## src/inc/sdcc_pkg.sv

```systemverilog
// package: constants, states and carriers for sensor drive control
package sdcc_pkg;

  // ********************
  // register map
  // ********************
  localparam logic [7:0] ADDR_CH0_DRIVE = 8'h1E; // channel0_drive_setting
  localparam logic [7:0] ADDR_CH1_DRIVE = 8'h1F; // channel1_drive_setting
  localparam logic [7:0] ADDR_CH2_DRIVE = 8'h20; // channel2_drive_setting
  localparam logic [7:0] ADDR_CH3_DRIVE = 8'h21; // channel3_drive_setting
  localparam int DRV_HI = 15; // drive_current_code field
  localparam int DRV_LO = 11;
  localparam int CAL_HI = 10; // calibrated_drive_code field
  localparam int CAL_LO = 6;
  localparam logic [4:0] DRV_RESET = 5'h00; // value after reset
  localparam logic [4:0] CAL_RESET = 5'h00;
  localparam logic [4:0] SEARCH_START = 5'h10; // first trial code
  localparam logic [2:0] SEARCH_BIT0 = 3'h4; // first trial bit
  localparam logic [15:0] CNT_RESET = 16'h0000;
  localparam int NUM_CH = 4;

  // ********************
  // types
  // ********************
  typedef logic [4:0] sdcc_code_t;
  typedef logic [1:0] sdcc_ch_t;

  typedef enum logic [2:0] {
    S_SLEEP = 3'b000,
    S_SEARCH = 3'b001,
    S_SETTLE = 3'b010,
    S_CONV = 3'b011,
    S_GROUND = 3'b100
  } sdcc_state_e;

  // configuration bits that steer the sequencer
  typedef struct packed {
    logic sleep;          // sleep or shutdown requested
    logic fixed_drive_override;
    logic auto_amp_dis;
    logic scan_en;        // multi-channel scanning
    sdcc_ch_t last_ch;    // last channel of the scan
    sdcc_ch_t sel_ch;     // channel in single-channel mode
    logic [15:0] settle_cycle_count;
    logic [15:0] conversion_cycle_count;
  } sdcc_cfg_s;

  // amplitude monitor from the analog front end, one bit per channel
  typedef struct packed {
    logic [3:0] amp_low;   // amplitude below 1.2 V peak
    logic [3:0] amp_high;  // amplitude above 1.8 V peak
    logic [3:0] osc_alive; // oscillation present
  } sdcc_amp_s;

endpackage : sdcc_pkg

```

## src/rtl/sdcc_core.sv

```systemverilog
// sensor drive current control: registers, grounding, scan and search
// Contract
// RQ1: each channel holds 5-bit monotonic drive code
// RQ2: code used only when correction off, override set
// RQ3: ground both pins of inactive channels
// RQ4: sleep or shutdown grounds every channel
// RQ5: drive only converted channel, its interval
// RQ6: ground finished channel, then activate next
// RQ7: auto search on entering active mode
// RQ8: search targets 1.2 to 1.8 V peak
// RQ9: host clears override for automatic selection
// RQ10: host sets override for normal operation
// RQ11: host sleeps device, programs counts, clears override
// RQ12: host wakes device, waits one measurement
// RQ13: host reads calibrated code bits 10:6
// RQ14: host writes saved code into bits 15:11
// RQ15: stopped oscillation gives all-zero samples
// RQ16: host recalibrates each differing channel
// RQ17: host should prefer fixed drive code
// RQ18: host may change code by target position
// RQ19: device writes calibrated field, host writes code
`timescale 1ns/1ns
module sdcc_core (
  input wire logic clk, // 20 MHz clock
  input wire logic resetn, // async reset, active low
  input wire logic [7:0] reg_addr, // register address
  input wire logic reg_wr, // write strobe
  input wire logic [15:0] reg_wdata, // write data
  output logic [15:0] reg_rdata, // read data, registered
  input wire sdcc_pkg::sdcc_cfg_s cfg, // sequencer configuration
  input wire sdcc_pkg::sdcc_amp_s amp, // amplitude monitor
  input wire logic [11:0] sample_in, // raw result of active channel
  output logic [3:0] drive_en, // excitation on, per channel
  output logic [3:0] ground_en, // pins grounded, per channel
  output logic [4:0] drive_code_out, // code applied to driver
  output logic [1:0] active_ch, // channel in service
  output logic conv_done, // one-cycle pulse at conversion end
  output logic [11:0] sample_out, // last sample
  output logic sample_valid // one-cycle pulse with a sample_out loaded while sleep is low
);
  import sdcc_pkg::*;

  // ********************
  // helper functions
  // ********************
  // one-hot mask of a channel
  function automatic logic [3:0] ch_mask(input sdcc_ch_t ch);
    ch_mask = 4'h1 << ch;
  endfunction : ch_mask

  // channel index of a drive-setting address
  function automatic sdcc_ch_t addr_ch(input logic [7:0] a);
    addr_ch = sdcc_ch_t'(a - ADDR_CH0_DRIVE);
  endfunction : addr_ch

  // ********************
  // state
  // ********************
  sdcc_state_e st_r, st_nxt;
  sdcc_code_t drv_r [NUM_CH];
  sdcc_code_t cal_r [NUM_CH];
  sdcc_ch_t ch_r, ch_nxt;
  logic [15:0] cnt_r, cnt_nxt;
  sdcc_code_t trial_r, trial_nxt;
  logic [2:0] bit_r, bit_nxt;
  logic search_r, search_nxt;
  logic cal_we;

  // ********************
  // decode
  // ********************
  // address hit on one of the four drive-setting registers
  wire addr_hit = (reg_addr >= ADDR_CH0_DRIVE) &&
                  (reg_addr <= ADDR_CH3_DRIVE);
  wire sdcc_ch_t wr_ch = addr_ch(reg_addr);
  wire use_fixed = cfg.auto_amp_dis & cfg.fixed_drive_override;
  wire sdcc_ch_t next_ch = cfg.scan_en ?
       ((ch_r == cfg.last_ch) ? 2'h0 : sdcc_ch_t'(ch_r + 2'h1)) : cfg.sel_ch;
  wire sdcc_ch_t first_ch = cfg.scan_en ? 2'h0 : cfg.sel_ch;
  wire cnt_end_settle = (cnt_r >= cfg.settle_cycle_count);
  wire cnt_end_conv = (cnt_r >= cfg.conversion_cycle_count);
  wire a_low = amp.amp_low[ch_r];
  wire a_high = amp.amp_high[ch_r];
  wire a_ok = !a_low && !a_high;
  wire osc_ok = amp.osc_alive[ch_r];
  // trial code after judging the current bit
  wire sdcc_code_t judged = a_high ?
       (trial_r & ~(sdcc_code_t'(5'h01) << bit_r)) : trial_r;
  wire search_done = a_ok || (bit_r == 3'h0);
  wire in_drive = (st_r == S_SEARCH) || (st_r == S_SETTLE) ||
                  (st_r == S_CONV);

  // ********************
  // sequencer
  // ********************
  always_comb begin
    st_nxt = st_r;
    ch_nxt = ch_r;
    cnt_nxt = cnt_r + 16'h0001;
    trial_nxt = trial_r;
    bit_nxt = bit_r;
    search_nxt = search_r;
    cal_we = 1'b0;
    case (st_r)
      S_SLEEP: begin
        cnt_nxt = CNT_RESET;
        ch_nxt = first_ch;
        trial_nxt = SEARCH_START;
        bit_nxt = SEARCH_BIT0;
        if (!cfg.sleep) begin
          search_nxt = !cfg.fixed_drive_override; // see RQ7
          st_nxt = cfg.fixed_drive_override ? S_SETTLE : S_SEARCH;
        end
      end
      S_SEARCH: begin
        // successive approximation toward the amplitude window
        if (cnt_end_settle) begin // see RQ8
          cnt_nxt = CNT_RESET;
          if (search_done) begin
            cal_we = 1'b1;
            trial_nxt = judged;
            st_nxt = S_GROUND;
          end else begin
            trial_nxt = judged | (sdcc_code_t'(5'h01) << (bit_r - 3'h1));
            bit_nxt = bit_r - 3'h1;
          end
        end
      end
      S_SETTLE: begin
        if (cnt_end_settle) begin
          cnt_nxt = CNT_RESET;
          st_nxt = S_CONV;
        end
      end
      S_CONV: begin
        if (cnt_end_conv) begin // see RQ5
          cnt_nxt = CNT_RESET;
          st_nxt = S_GROUND;
        end
      end
      S_GROUND: begin
        // one cycle with all pins grounded, then the next channel
        cnt_nxt = CNT_RESET;
        trial_nxt = SEARCH_START;
        bit_nxt = SEARCH_BIT0;
        if (search_r && (!cfg.scan_en || ch_r == cfg.last_ch)) begin
          search_nxt = 1'b0;
          ch_nxt = first_ch;
          st_nxt = S_SETTLE;
        end else begin
          ch_nxt = next_ch; // see RQ6
          st_nxt = search_r ? S_SEARCH : S_SETTLE;
        end
      end
      default: begin
        st_nxt = S_SLEEP;
      end
    endcase
    if (cfg.sleep) begin
      st_nxt = S_SLEEP; // see RQ4
    end
  end

  // state registers
  always_ff @(posedge clk or negedge resetn) begin
    if (!resetn) begin
      st_r <= S_SLEEP;
      ch_r <= 2'h0;
      cnt_r <= CNT_RESET;
      trial_r <= SEARCH_START;
      bit_r <= SEARCH_BIT0;
      search_r <= 1'b0;
    end else begin
      st_r <= st_nxt;
      ch_r <= ch_nxt;
      cnt_r <= cnt_nxt;
      trial_r <= trial_nxt;
      bit_r <= bit_nxt;
      search_r <= search_nxt;
    end
  end

  // ********************
  // drive-setting registers
  // ********************
  // host writes the code field, the search writes the calibrated field
  always_ff @(posedge clk or negedge resetn) begin
    if (!resetn) begin
      for (int i = 0; i < NUM_CH; i++) begin
        drv_r[i] <= DRV_RESET;
        cal_r[i] <= CAL_RESET;
      end
    end else begin
      if (reg_wr && addr_hit) begin
        drv_r[wr_ch] <= reg_wdata[DRV_HI:DRV_LO]; // see RQ1
      end
      if (cal_we) begin
        cal_r[ch_r] <= judged; // see RQ19
      end
    end
  end

  // read port and outputs
  always_ff @(posedge clk or negedge resetn) begin
    if (!resetn) begin
      reg_rdata <= 16'h0000;
      drive_en <= 4'h0;
      ground_en <= 4'hF;
      drive_code_out <= DRV_RESET;
      active_ch <= 2'h0;
      conv_done <= 1'b0;
      sample_out <= 12'h000;
      sample_valid <= 1'b0;
    end else begin
      reg_rdata <= addr_hit ? {drv_r[wr_ch], cal_r[wr_ch], 6'h00} : 16'h0000;
      drive_en <= (in_drive && st_nxt == st_r) ? ch_mask(ch_r) : 4'h0; // see RQ5
      ground_en <= (in_drive && st_nxt == st_r) ? ~ch_mask(ch_r) : 4'hF; // see RQ3
      drive_code_out <= (st_r == S_SEARCH) ? trial_r :
                        (use_fixed ? drv_r[ch_r] : cal_r[ch_r]); // see RQ2
      active_ch <= ch_r;
      conv_done <= (st_r == S_CONV) && cnt_end_conv;
      sample_valid <= (st_r == S_CONV) && cnt_end_conv && !cfg.sleep;
      if ((st_r == S_CONV) && cnt_end_conv) begin
        sample_out <= osc_ok ? sample_in : 12'h000; // see RQ15
      end
    end
  end
endmodule : sdcc_core

```

## config.mk

```make
export PLATFORM = sky130hd
export DESIGN_NAME = sdcc_core
export DESIGN_NICKNAME = d
export VERILOG_FILES = /design/src/inc/sdcc_pkg.sv /design/src/rtl/sdcc_core.sv
export SDC_FILE = /design/constraint.sdc
export NUM_CORES = 1
export LEC_CHECK = 0
export BUFFER_PORTS_ARGS = -buffer_cell sky130_fd_sc_hd__buf_2
export CAP_MARGIN = 40
export CORE_MARGIN = 2
export CORE_UTILIZATION = 55
export DETAILED_ROUTE_END_ITERATION = 10
export PLACE_DENSITY = 0.88
export SYNTH_ARGS = -nofsm -noshare
export SYNTH_HDL_FRONTEND = slang
export SYNTH_SLANG_ARGS = --single-unit
```

## constraint.sdc

```tcl
create_clock -name clk -period 3.5 [get_ports clk]
set_clock_uncertainty 0.2 [all_clocks]
set_input_delay 0.525 -clock clk [delete_from_list [all_inputs] [get_ports clk]]
set_output_delay 0.525 -clock clk [all_outputs]
set_load 0.02 [all_outputs]
```

# Yosys cells after proc, flatten, opt, wreduce, memory -nomap -nowiden

Index checks and enable logic that the tools add are counted.
Widths: inputs -> output; s select.

Register bits after elaboration: 115
Input bits: 91
Output and inout bits: 45
Word-level logic and storage cells: 142

Add/sub/neg operators: 4
$lt $le $gt $ge: 9
Equal/unequal tests: 10
Shift operators: 3
Mux-type cells: 60
Bitwise logic cells: 7
Reduce and logical (&&, ||, !) cells: 27

Operators with widths:

| kind                  | count |
|---|---|
| $mux 5                | 15 |
| $mux 16               | 3 |
| $pmux 16 s3           | 1 |
| $bmux 5 s2            | 4 |
| $bwmux 20             | 2 |
| $ge 16x16->1          | 2 |
| $mux 3                | 7 |
| $demux 5 s2           | 2 |
| $add 16x1->16 const B | 1 |
| $pmux 3 s5            | 1 |
| $mux 2                | 7 |
| $mux 12               | 1 |
| $pmux 5 s2            | 1 |
| $shl 1x3->5 const A   | 2 |
| $logic_and 1x1->1     | 9 |
| $ge 8x5->1 const B    | 1 |
| $le 8x6->1 const B    | 1 |
| $mux 1                | 8 |
| $mux 4                | 2 |
| $ne 2x2->1 const B    | 4 |
| $bmux 1 s2            | 3 |
| $eq 3x2->1 const B    | 2 |
| $ge 3x3->1 const B    | 2 |
| $logic_not 3->1       | 2 |
| other kinds (25)      | 37 |

# Logic depth before layout (Yosys ltp)

Gate-level depths: netlist of run 1.

Depth in word-level cells: 12
Depth in mapped cells: 9
Depth with buffers taken out: 8

# Worst setup path after synthesis of run 1

Ideal clock, no wire load.

Path type: input -> register
Start point: input port cfg[25] in the netlist's numbering
End point: register bit_r[1]
Setup time: 0.126 ns
Arrival time: 2.544 ns
Data required time: 3.174 ns
Slack: 0.630 ns
Cell stages on the path: 9
Path buffers: 1
Cell sequence: inv_1 -> ha_1 -> and4_1 -> a221o_1 -> a21o_1 -> a41oi_4 -> buf_6 -> nor3_2 -> a221o_1

Word-level cells in the longest chain between the ends: 3

RTL lines:

| element                    | RTL line         | RTL |
|---|---|---|
| start, declared            | sdcc_core.sv:30  | `input wire sdcc_pkg::sdcc_cfg_s cfg,` |
| $ge 16x16->1               | sdcc_core.sv:80  | `wire cnt_end_settle = (cnt_r >= cfg.settle_cycle_count);` |
| $ne 2x2->1 (no line)       | n/a              |  |
| $reduce_and 3->1 (no line) | n/a              |  |
| end signal, assigned       | sdcc_core.sv:178 | `bit_r <= bit_nxt;` |
| end, declared              | sdcc_core.sv:65  | `logic [2:0] bit_r, bit_nxt;` |

No other way between the ends.
A chain may end at the register's enable or synchronous reset.

# Final worst setup path of run 1

Start point: register cnt_r[9]
End point: register bit_r[1]

Word-level cells in the longest chain between the ends: 3

RTL lines:

| element                    | RTL line         | RTL |
|---|---|---|
| start, declared            | sdcc_core.sv:63  | `logic [15:0] cnt_r, cnt_nxt;` |
| start signal, assigned     | sdcc_core.sv:176 | `cnt_r <= cnt_nxt;` |
| $ge 16x16->1               | sdcc_core.sv:80  |  |
| $ne 2x2->1 (no line)       | n/a              |  |
| $reduce_and 3->1 (no line) | n/a              |  |

No other way between the ends.

==> results of run 1 <==
==> flip-flops by register name (all words and copies together), names as in the netlist <==
name,count
bit_r,3
sample_out,12
st_r,3
search_r,1
ch_r,2
drive_code_out,5
ground_en,4
drv_r,20
cnt_r,16
reg_rdata,10
conv_done,1
sample_valid,1
active_ch,2
drive_en,4
trial_r,5
cal_r,20
==> routing by layer <==
| metal | GRT usage | routed length (um) | up-vias |
|---|---|---|---|
| met1 | 0.3123 | 5878 | 2265 |
| met2 | 0.4246 | 7136 | 153 |
| met4 | 0.08047 | 151 | 2 |
| met3 | 0.05291 | 829 | 16 |
| li1 | - | - | 2157 |
| met5 | 0 | 13 | - |
==> cells in the mapped netlist (5+ instances only) <==
master | number | share of area
mux4_2 | 23 | 0.084
dfrtp_1 | 103 | 0.42
mux2i_1 | 5 | 0.0081
nand2_1 | 45 | 0.027
xor2_1 | 10 | 0.014
mux2_2 | 40 | 0.073
ha_1 | 43 | 0.087
nor2b_1 | 12 | 0.012
a21oi_1 | 25 | 0.020
dfstp_2 | 6 | 0.025
nor2_1 | 21 | 0.013
clkbuf_1 | 11 | 0.0067
inv_1 | 45 | 0.027
nand2b_1 | 5 | 0.0051
o21ai_0 | 25 | 0.020
nand3_1 | 9 | 0.0073
nor3_1 | 9 | 0.0073
buf_2 | 6 | 0.0049
and3_1 | 6 | 0.0061
nor3_2 | 12 | 0.019
a21boi_0 | 8 | 0.0097
xnor2_1 | 6 | 0.0085
buf_4 | 7 | 0.0085
==> layout make-up <==
type,count,area share
Clock buffer,11,0.01851
Timing Repair Buffer,128,0.09693
Clock inverter,4,0.003701
Tap cell,140,0.02467
Sequential cell,109,0.3853
Inverter,45,0.02379
Multi-Input combinational cell,367,0.4471
==> per-stage QoR <==
| step | hold WS (ns) | std cells | cell area, um2 | util |
|---|---|---|---|---|
| after detailed placement | 0.2658 | 789 | 6942 | 0.6376 |
| after CTS | 0.05029 | 804 | 7099 | 0.6520 |
| after global routing | 0.09702 | 804 | 7099 | 0.6520 |
| after global placement | 0.2590 | 788 | 6927 | 0.6362 |
| after floorplan | 0.02941 | 548 | 6203 | - |
| final | 0.03130 | 804 | 7099 | 0.6520 |
==> final timing paths <==
kind	end	from	cells after the start
setup / recovery	bit_r[1]	cnt_r[9]	8
setup reg to reg	bit_r[1]	cnt_r[9]	8
hold / removal	drv_r[11]	resetn	1
max in group asynchronous	ground_en[1]	resetn	2
min in group clk	sample_out[10]	sample_in[10]	3
hold reg to reg	sample_out[10]	sample_out[10]	2
==> power by group <==
part	switching [mW]	internal, mW	leakage [nW]
clock network	0.403	0.255	0.0792
logic	0.439	0.289	2.04
registers	0.0720	1.34	1.48
==> critical path, stage by stage, from the launching register on <==
cell and delay [ns]:
dfrtp_1 0.48, ha_1 0.33, and4_1 0.25, a221o_1 0.36, a21o_1 0.20, a41oi_4 0.44, buf_4 0.28, nor3_2 0.07
a221o_1 0.35
==> cell families (layout without fill, tap and decap cells) <==
group                      count (synthesis)  after routing  synth area share
and+or+nand+nor                          137            137            0.1238
DFF                                      109            109            0.4422
AOI/OAI and AO/OA                         97             97            0.1086
buffers and inverters                     72            188           0.05037
muxes                                     68             68            0.1647
adders and majority gates                 43             43           0.08699
xor gates and xnor gates                  16             16           0.02266
other                                      1              6         0.0006063
==> results.yml, run 1 <==
cts:
  htreeDepth: 3
  cts_setup_buffers: 0
  root_buffer: "clkbuf_8"
  cts_tree: "yes"
  hold_buffers: 0
  max-clock-path-buffers: 2
  clk_latency_ns: 0.37
  cts.sinks: 109
  cts_buffers: 9
  cts.clk_slew.worst_paths_ns: 0.10
  cts.repair.resized: 0
synth:
  syn-cell-area_mm2: 0.006185
  synthCells: 543
  synthArstFlopShare: 1.000
  yosys_warnings: 0
  synth_edf_count: 0
  yosysUniqueCellTypes: 61
  ys_seq_area_frac: 0.4422
  avgSynthCellArea_um2: 11.39
  synth_seq_cells: 109
  synthFlopType: "dfrtp_1"
layout:
  drive_above_1_share: 0.3509
  final_nets: 794
  layout_commonest_cell: "buf_2"
  fillers: 830
  n_antenna_cell: 0
  syn2layout_area_growth_pct: 14.79
  layout_common_cells: "117 x buf_2, 103 x dfrtp_1, 45 x inv_1, 45 x nand2_1, 43 x ha_1"
  seqCellArea_mm2: 0.002735
  multi_input_area_mm2: 0.003174
grt:
  grt_pass1_vias: 4727
  grt_max_degree: 62
  overflow: 0
  grt_first_pass_wirelength_mm: 22.79
  antenna_found_initial: 1
  grt_usage: 0.2471
critical_path:
  cp_max_fo: 11
  arrival_ns: 3.13
  rrSetupSlack_ns: 0.42
  crit_path_start_kind: "register"
  cp-end-kind: "register"
  critPathKind: "register to register"
  critPathRequiredTime_ns: 3.55
die:
  initial_utilization: 0.5680
  die_w_um: 110.0
  die_area_mm2: 0.01211
  rows: 38
  ios: 136
  core_area_mm2: 0.01089
  die_y_um: 110.0
power:
  powerDensity_mw_per_mm2: 394.2
  finalPower_mw: 2.799
  p_leak_nw: 3.597
  ir_drop_mv: 0.2026
place:
  io_buffers: 118
  hpwlAfterDp_mm: 10.59
  gp_congestion: 0.9085
  pre_cts_slack_ns: 0.2732
sta:
  worstMarginPinSlew_ns: 0.8502
  rsz0062_at_grt: "false"
  timing.final.crit_share: 0.8800
  finalCriticalPeriod_ns: 3.080
  finalSetupViolCount: 0
  slew_headroom: 0.4319
  hold_viol: 0
  finalSetupTns_ns: 0
  slew_violations: 0
  worst_slack_ns: 0.4201
  timing.fmax_mhz: 324.7
drt:
  avgViaCountPerCell: 5.713
  dr_total_vias: 4593
  drc: 0
  first_pass_iters: 4
  wl_mm: 14.01
  antenna_left: 0
  first_iter_violations: 287
  routedWlPerCell_um: 17.42
min_path:
  min_path_type: "input pin to asynchronous set/reset pin"
run:
  cap_viol_max_count: 0
run_status:
  outcome: "finished, final reports clean"
Note: power is estimated with default switching activity, not from simulation.
==> run 2: changes to the inputs <==
Settings changed: CORE_UTILIZATION 55 to 50, PLACE_DENSITY 0.88 to 0.84.
Clock period 3.5 ns to 2.5 ns, I/O delays scaled along.
==> run 2 against run 1 <==
Effect of this change:
- the flow now finishes with violations (setup timing)
- maximum frequency up 14%
- combinational power up 74%
- core utilization up 1.7 points
- critical endpoint is now cal_r[6]
- largest cell class unchanged
==> results.yml, run 2 (same netlist as run 1, synthesis figures left out) <==
cts:
  cts.sinks: 109
  cts_tree: "yes"
  cts.clk_slew.worst_paths_ns: 0.08
  max-clock-path-buffers: 2
  htreeDepth: 3
  root_buffer: "clkbuf_16"
  cts_buffers: 9
  clk_latency_ns: 0.35
place:
  io_buffers: 118
  hpwlAfterDp_mm: 11.01
  placed_cells: 856
  gp_congestion: 0.8360
grt:
  grt_usage: 0.2459
  overflow: 0
  grt_first_pass_wirelength_mm: 25.38
  antenna_found_initial: 0
  grt_max_degree: 52
  grt_pass1_vias: 5231
sta:
  rsz0062_at_grt: "true"
  hold_slack_ns: 0.05717
  worst_slack_ns: -0.2049
  worstMarginPinSlew_ns: 0.7161
  slew_violations: 0
  hold_viol: 0
  timing.final.crit_share: 1.082
  finalCriticalPeriod_ns: 2.705
  timing.fmax_mhz: 369.7
  slew_headroom: 0.5175
  finalSetupViolCount: 67
die:
  ios: 136
  core_area_mm2: 0.01206
  rows: 40
  die_y_um: 115.2
  die_w_um: 115.2
  initial_utilization: 0.5128
  die_area_mm2: 0.01327
run_status:
  outcome: "complete, but fails checks"
  violations: "setup timing"
critical_path:
  arrival_ns: 2.74
  critPathRequiredTime_ns: 2.54
  slowest_stage: "dfrtp_1"
  crit_path_start_kind: "register"
  cp_max_fo: 5
  cp-end-kind: "register"
  critPathKind: "register to register"
  slowest_delay_ns: 0.44
  worstPathCellList: "ha_4 > and4_4 > a221o_1 > a21o_1 > a41oi_4 > buf_12 > nor3_4 > buf_6 > mux2_4"
layout:
  fillers: 806
  layout_common_cells: "117 x buf_2, 102 x dfrtp_1, 52 x buf_4, 45 x inv_1, 44 x nand2_1"
  drive_above_1_share: 0.4508
  layout_commonest_cell: "buf_2"
  fin_cells: 889
  top_regs: "cal_r (20), drv_r (20), cnt_r (16)"
  final_nets: 850
  syn2layout_area_growth_pct: 30.45
  n_antenna_cell: 0
  fin_util: 0.6689
drt:
  first_pass_iters: 5
  avgViaCountPerCell: 5.715
  wl_mm: 16.44
  drc: 0
  first_iter_violations: 430
  routedWlPerCell_um: 18.49
  antenna_left: 0
  dr_total_vias: 5081
power:
  power.switching_mw: 1.475
  p_int_mw: 3.120
  p_leak_nw: 3.991
  powerDensity_mw_per_mm2: 569.6
  p_clk_frac: 0.296
  p_comb_frac: 0.276
  ir_drop_mv: 0.5248
  seq_power_share: 0.428
  p_sw_frac: 0.3211
min_path:
  min_path_type: "input pin to register"
run:
  cap_viol_max_count: 0
-- run 2: cell types whose count changed in the layout (fill, tap and decap cells not counted), sizes merged --
| cell | previous run | this run |
|---|---|---|
| buf | 128 | 183 |
| inv | 45 | 47 |
| clkinv | 3 | 2 |
| dlygate4sd3 | 0 | 1 |
-- run 2: area by class of cell --
| class | instances | area [um2] | share of cell area |
|---|---|---|---|
| timing repair buffer | 184 | 1212 | 0.1503 |
| sequential | 109 | 2736 | 0.3392 |
| multi-input combinational | 367 | 3462 | 0.4291 |
| tap | 168 | 210.2 | 0.02605 |
| inverter | 45 | 168.9 | 0.02094 |
| clock inverter | 5 | 35.03 | 0.004342 |
| clock buffer | 11 | 242.7 | 0.03009 |
-- run 2: per-layer routing --
metal / share of wire / vias to the layer above / global-route usage
li1: - / 2273 / -
met1: 0.38 / 2518 / 0.2984
met2: 0.52 / 241 / 0.4227
met3: 0.064 / 49 / 0.06642
met4: 0.030 / 0 / 0.08916
met5: 0 / - / 0
-- run 2: worst paths after layout --
kind / from / end / cells past startpoint / slack (ns)
hold / removal: sample_in[6] / sample_out[6] / 3 / 0.06
max in group asynchronous: resetn / sample_out[1] / 3 / 0.94
hold reg to reg: sample_out[5] / sample_out[5] / 2 / 0.28
setup / recovery: cnt_r[10] / cal_r[6] / 9 / -0.20
min in group asynchronous: resetn / cnt_r[15] / 2 / 0.41
setup reg to reg: cnt_r[10] / cal_r[6] / 9 / -0.20
-- run 2: power by group through the flow --
| stage | Sequential (mW) | Clock (mW) | Combinational [mW] |
|---|---|---|---|
| after floorplan | 2.04 | 0 | 0.657 |
| after global placement | 1.99 | 0 | 1.07 |
| after detailed placement | 1.99 | 0 | 1.11 |
| after CTS | 1.96 | 1.37 | 1.18 |
| after global routing | 1.98 | 1.45 | 1.36 |
| final | 1.97 | 1.36 | 1.27 |
-- run 2: timing repair --
item	4_1_cts	5_1_grt
cloned	1	0
resized for setup	24	40
hold endpoints to repair	42	0
setup buffers	10	9
setup endpoints to repair	68	69
hold buffers	1	0
pin swaps	9	14
-- run 2: metrics by stage --
stage / setup slack, ns / TNS (ns) / area (um2) / power (mW)
2_1_floorplan: -0.1645 / -2.042 / 6220 / 2.696
5_1_grt: -0.2850 / -12.76 / 8068 / 4.788
3_3_place_gp: -0.2927 / -14.15 / 7292 / 3.063
4_1_cts: -0.1436 / -6.524 / 7811 / 4.517
6_report: -0.2049 / -8.557 / 8068 / 4.595
3_5_place_dp: -0.4304 / -22.06 / 7292 / 3.107
-- run 2: critical path, delay by kind of cell, from the launching register on --
kind            cells  cell delay [ns]
simple gates        2             0.23
compound gates      3             0.85
mux                 1             0.29
fa+ha+maj           1             0.24
flops               1             0.44
buf+inv             2             0.33
==> run 3: changes to the inputs <==
Settings changed: CORE_UTILIZATION 50 to 55, PLACE_DENSITY 0.84 to 0.88.
Clock period 2.5 ns to 3 ns, I/O delays scaled along.
==> run 3 against run 2 <==
Effect of this change:
- the run now ends clean
- non-clock buffer count shrank 43
- hold slack gained 0.042 ns
- via count shrank 6.8%
- total power shrank 25%
- core utilization is essentially flat
- global-route usage is essentially flat
- sequential share of layout area grew 3.6 points
- final cell count shrank 8.0%
- routed wire length shrank 12%
- maximum frequency shrank 5.4%
- combinational power shrank 30%
- critical path type unchanged
- largest cell class unchanged
==> results.yml, run 3 (same netlist as run 1, synthesis figures left out) <==
grt:
  grt_max_degree: 65
  antenna_found_initial: 1
  grt_first_pass_wirelength_mm: 22.57
  grt_pass1_vias: 4778
  overflow: 0
  grt_usage: 0.2459
layout:
  syn2layout_area_growth_pct: 17.80
  fin_util: 0.6692
  top_regs: "cal_r (20), drv_r (20), cnt_r (16)"
  final_nets: 807
  layout_commonest_cell: "buf_2"
  drive_above_1_share: 0.3673
  n_antenna_cell: 0
  layout_common_cells: "117 x buf_2, 103 x dfrtp_1, 45 x inv_1, 45 x nand2_1, 43 x ha_1"
sta:
  finalCriticalPeriod_ns: 2.859
  slew_violations: 0
  finalSetupViolCount: 0
  rsz0062_at_grt: "false"
  timing.fmax_mhz: 349.8
  hold_viol: 0
  worstMarginPinSlew_ns: 0.8194
  worst_slack_ns: 0.1414
  timing.final.crit_share: 0.9529
  slew_headroom: 0.4537
place:
  gp_congestion: 0.8960
  hpwlAfterDp_mm: 10.90
  io_buffers: 118
  pre_cts_slack_ns: -0.002532
drt:
  drc: 0
  dr_total_vias: 4737
  first_pass_iters: 5
  first_iter_violations: 238
  antenna_left: 0
  wl_mm: 14.40
  routedWlPerCell_um: 17.61
  avgViaCountPerCell: 5.791
run:
  cap_viol_max_count: 0
die:
  rows: 38
  initial_utilization: 0.5680
  die_area_mm2: 0.01211
  die_w_um: 110.0
  core_area_mm2: 0.01089
  die_y_um: 110.0
  ios: 136
critical_path:
  cp-startpoint: "cnt_r[0]"
  slowest_stage: "a2111oi_2"
  cp_max_fo: 5
  r2r_start: "cnt_r[0]"
  critPathRequiredTime_ns: 3.10
  worstPathCellList: "inv_1 > ha_1 > nand2b_1 > a2111oi_2 > a2111oi_4 > nor4_2 > buf_4 > and2_1 > o21ai_0"
  reg2reg_depth: 9
  critPathKind: "register to register"
  crit_path_start_kind: "register"
  cp-end-kind: "register"
  arrival_ns: 2.95
  slowest_delay_ns: 0.50
min_path:
  min_from: "sample_in[9]"
  min_path_type: "input pin to register"
  hold_depth: 3
cts:
  cts.clk_slew.worst_paths_ns: 0.10
  clk_latency_ns: 0.39
  cts_buffers: 9
  root_buffer: "clkbuf_8"
  cts.sinks: 109
  max-clock-path-buffers: 2
  cts_tree: "yes"
  htreeDepth: 3
power:
  ir_drop_mv: 0.2928
  p_leak_nw: 3.694
  powerDensity_mw_per_mm2: 472.7
run_status:
  outcome: "finished, final reports clean"
## run 3: cell types whose count changed in the layout (fill, tap and decap cells not counted), moves of 8 or more
cell	change
clkbuf_8	+8
buf_4	-33
ha_1	+8
clkbuf_16	-9
o21ai_1	-10
o21ai_0	+12
## run 3: metrics by stage
stage | power [mW] | hold WS, ns | cells | instance area [um2] | TNS, ns
final | 3.444 | 0.09904 | 818 | 7286 | 0
after global routing | 3.608 | 0.08650 | 818 | 7286 | 0
after CTS | 3.448 | 0.08748 | 818 | 7268 | 0
after detailed placement | 2.552 | 0.2676 | 801 | 7062 | -0.002532
after global placement | 2.506 | 0.2585 | 801 | 7062 | 0
after floorplan | 2.234 | -0.04559 | 548 | 6203 | 0
## run 3: area by class of cell
class / instances / area (um2)
Clock buffer: 9 / 123.9
Timing Repair Buffer: 141 / 818.3
Fill cell: 808 / 3602
Tap cell: 140 / 175.2
Multi-Input combinational cell: 367 / 3192
Inverter: 45 / 168.9
Sequential cell: 109 / 2735
Clock inverter: 7 / 72.57
## run 3: path summary, 6_finish.rpt
| check | slack [ns] | end |
|---|---|---|
| setup reg to reg | 0.14 | ground_en[0] |
| hold reg to reg | 0.29 | sample_out[10] |
| max in group asynchronous | 1.33 | drv_r[12] |
| min in group asynchronous | 0.46 | drv_r[16] |
| hold / removal | 0.1 | sample_out[9] |
| setup / recovery | 0.14 | ground_en[0] |
## run 3: what timing repair did
item	4_1_cts	5_1_grt
resized for setup	0	2
hold endpoints to repair	55	0
setup buffers	0	0
hold buffers	1	0
setup endpoints to repair	0	25
## run 3: power by group
part           internal (mW)  switching [mW]
Sequential              1.57          0.0835
Clock                  0.389           0.517
Combinational          0.355           0.534
Total                   2.31            1.13
## run 3: worst max-delay path: cells and delay by family, from the launching register on
kind | cells | cell delay [ns]
and+or+nand+nor | 3 | 0.79
buffers and inverters | 2 | 0.31
AOI/OAI and AO/OA | 3 | 0.76
DFF | 1 | 0.45
adders and majority gates | 1 | 0.27
## run 3: per-layer routing
| layer | track usage | routed length [um] |
|---|---|---|
| met1 | 0.2956 | 5815 |
| met2 | 0.4255 | 7297 |
| met3 | 0.05996 | 911 |
| met4 | 0.09675 | 366 |
| met5 | 0 | 11 |
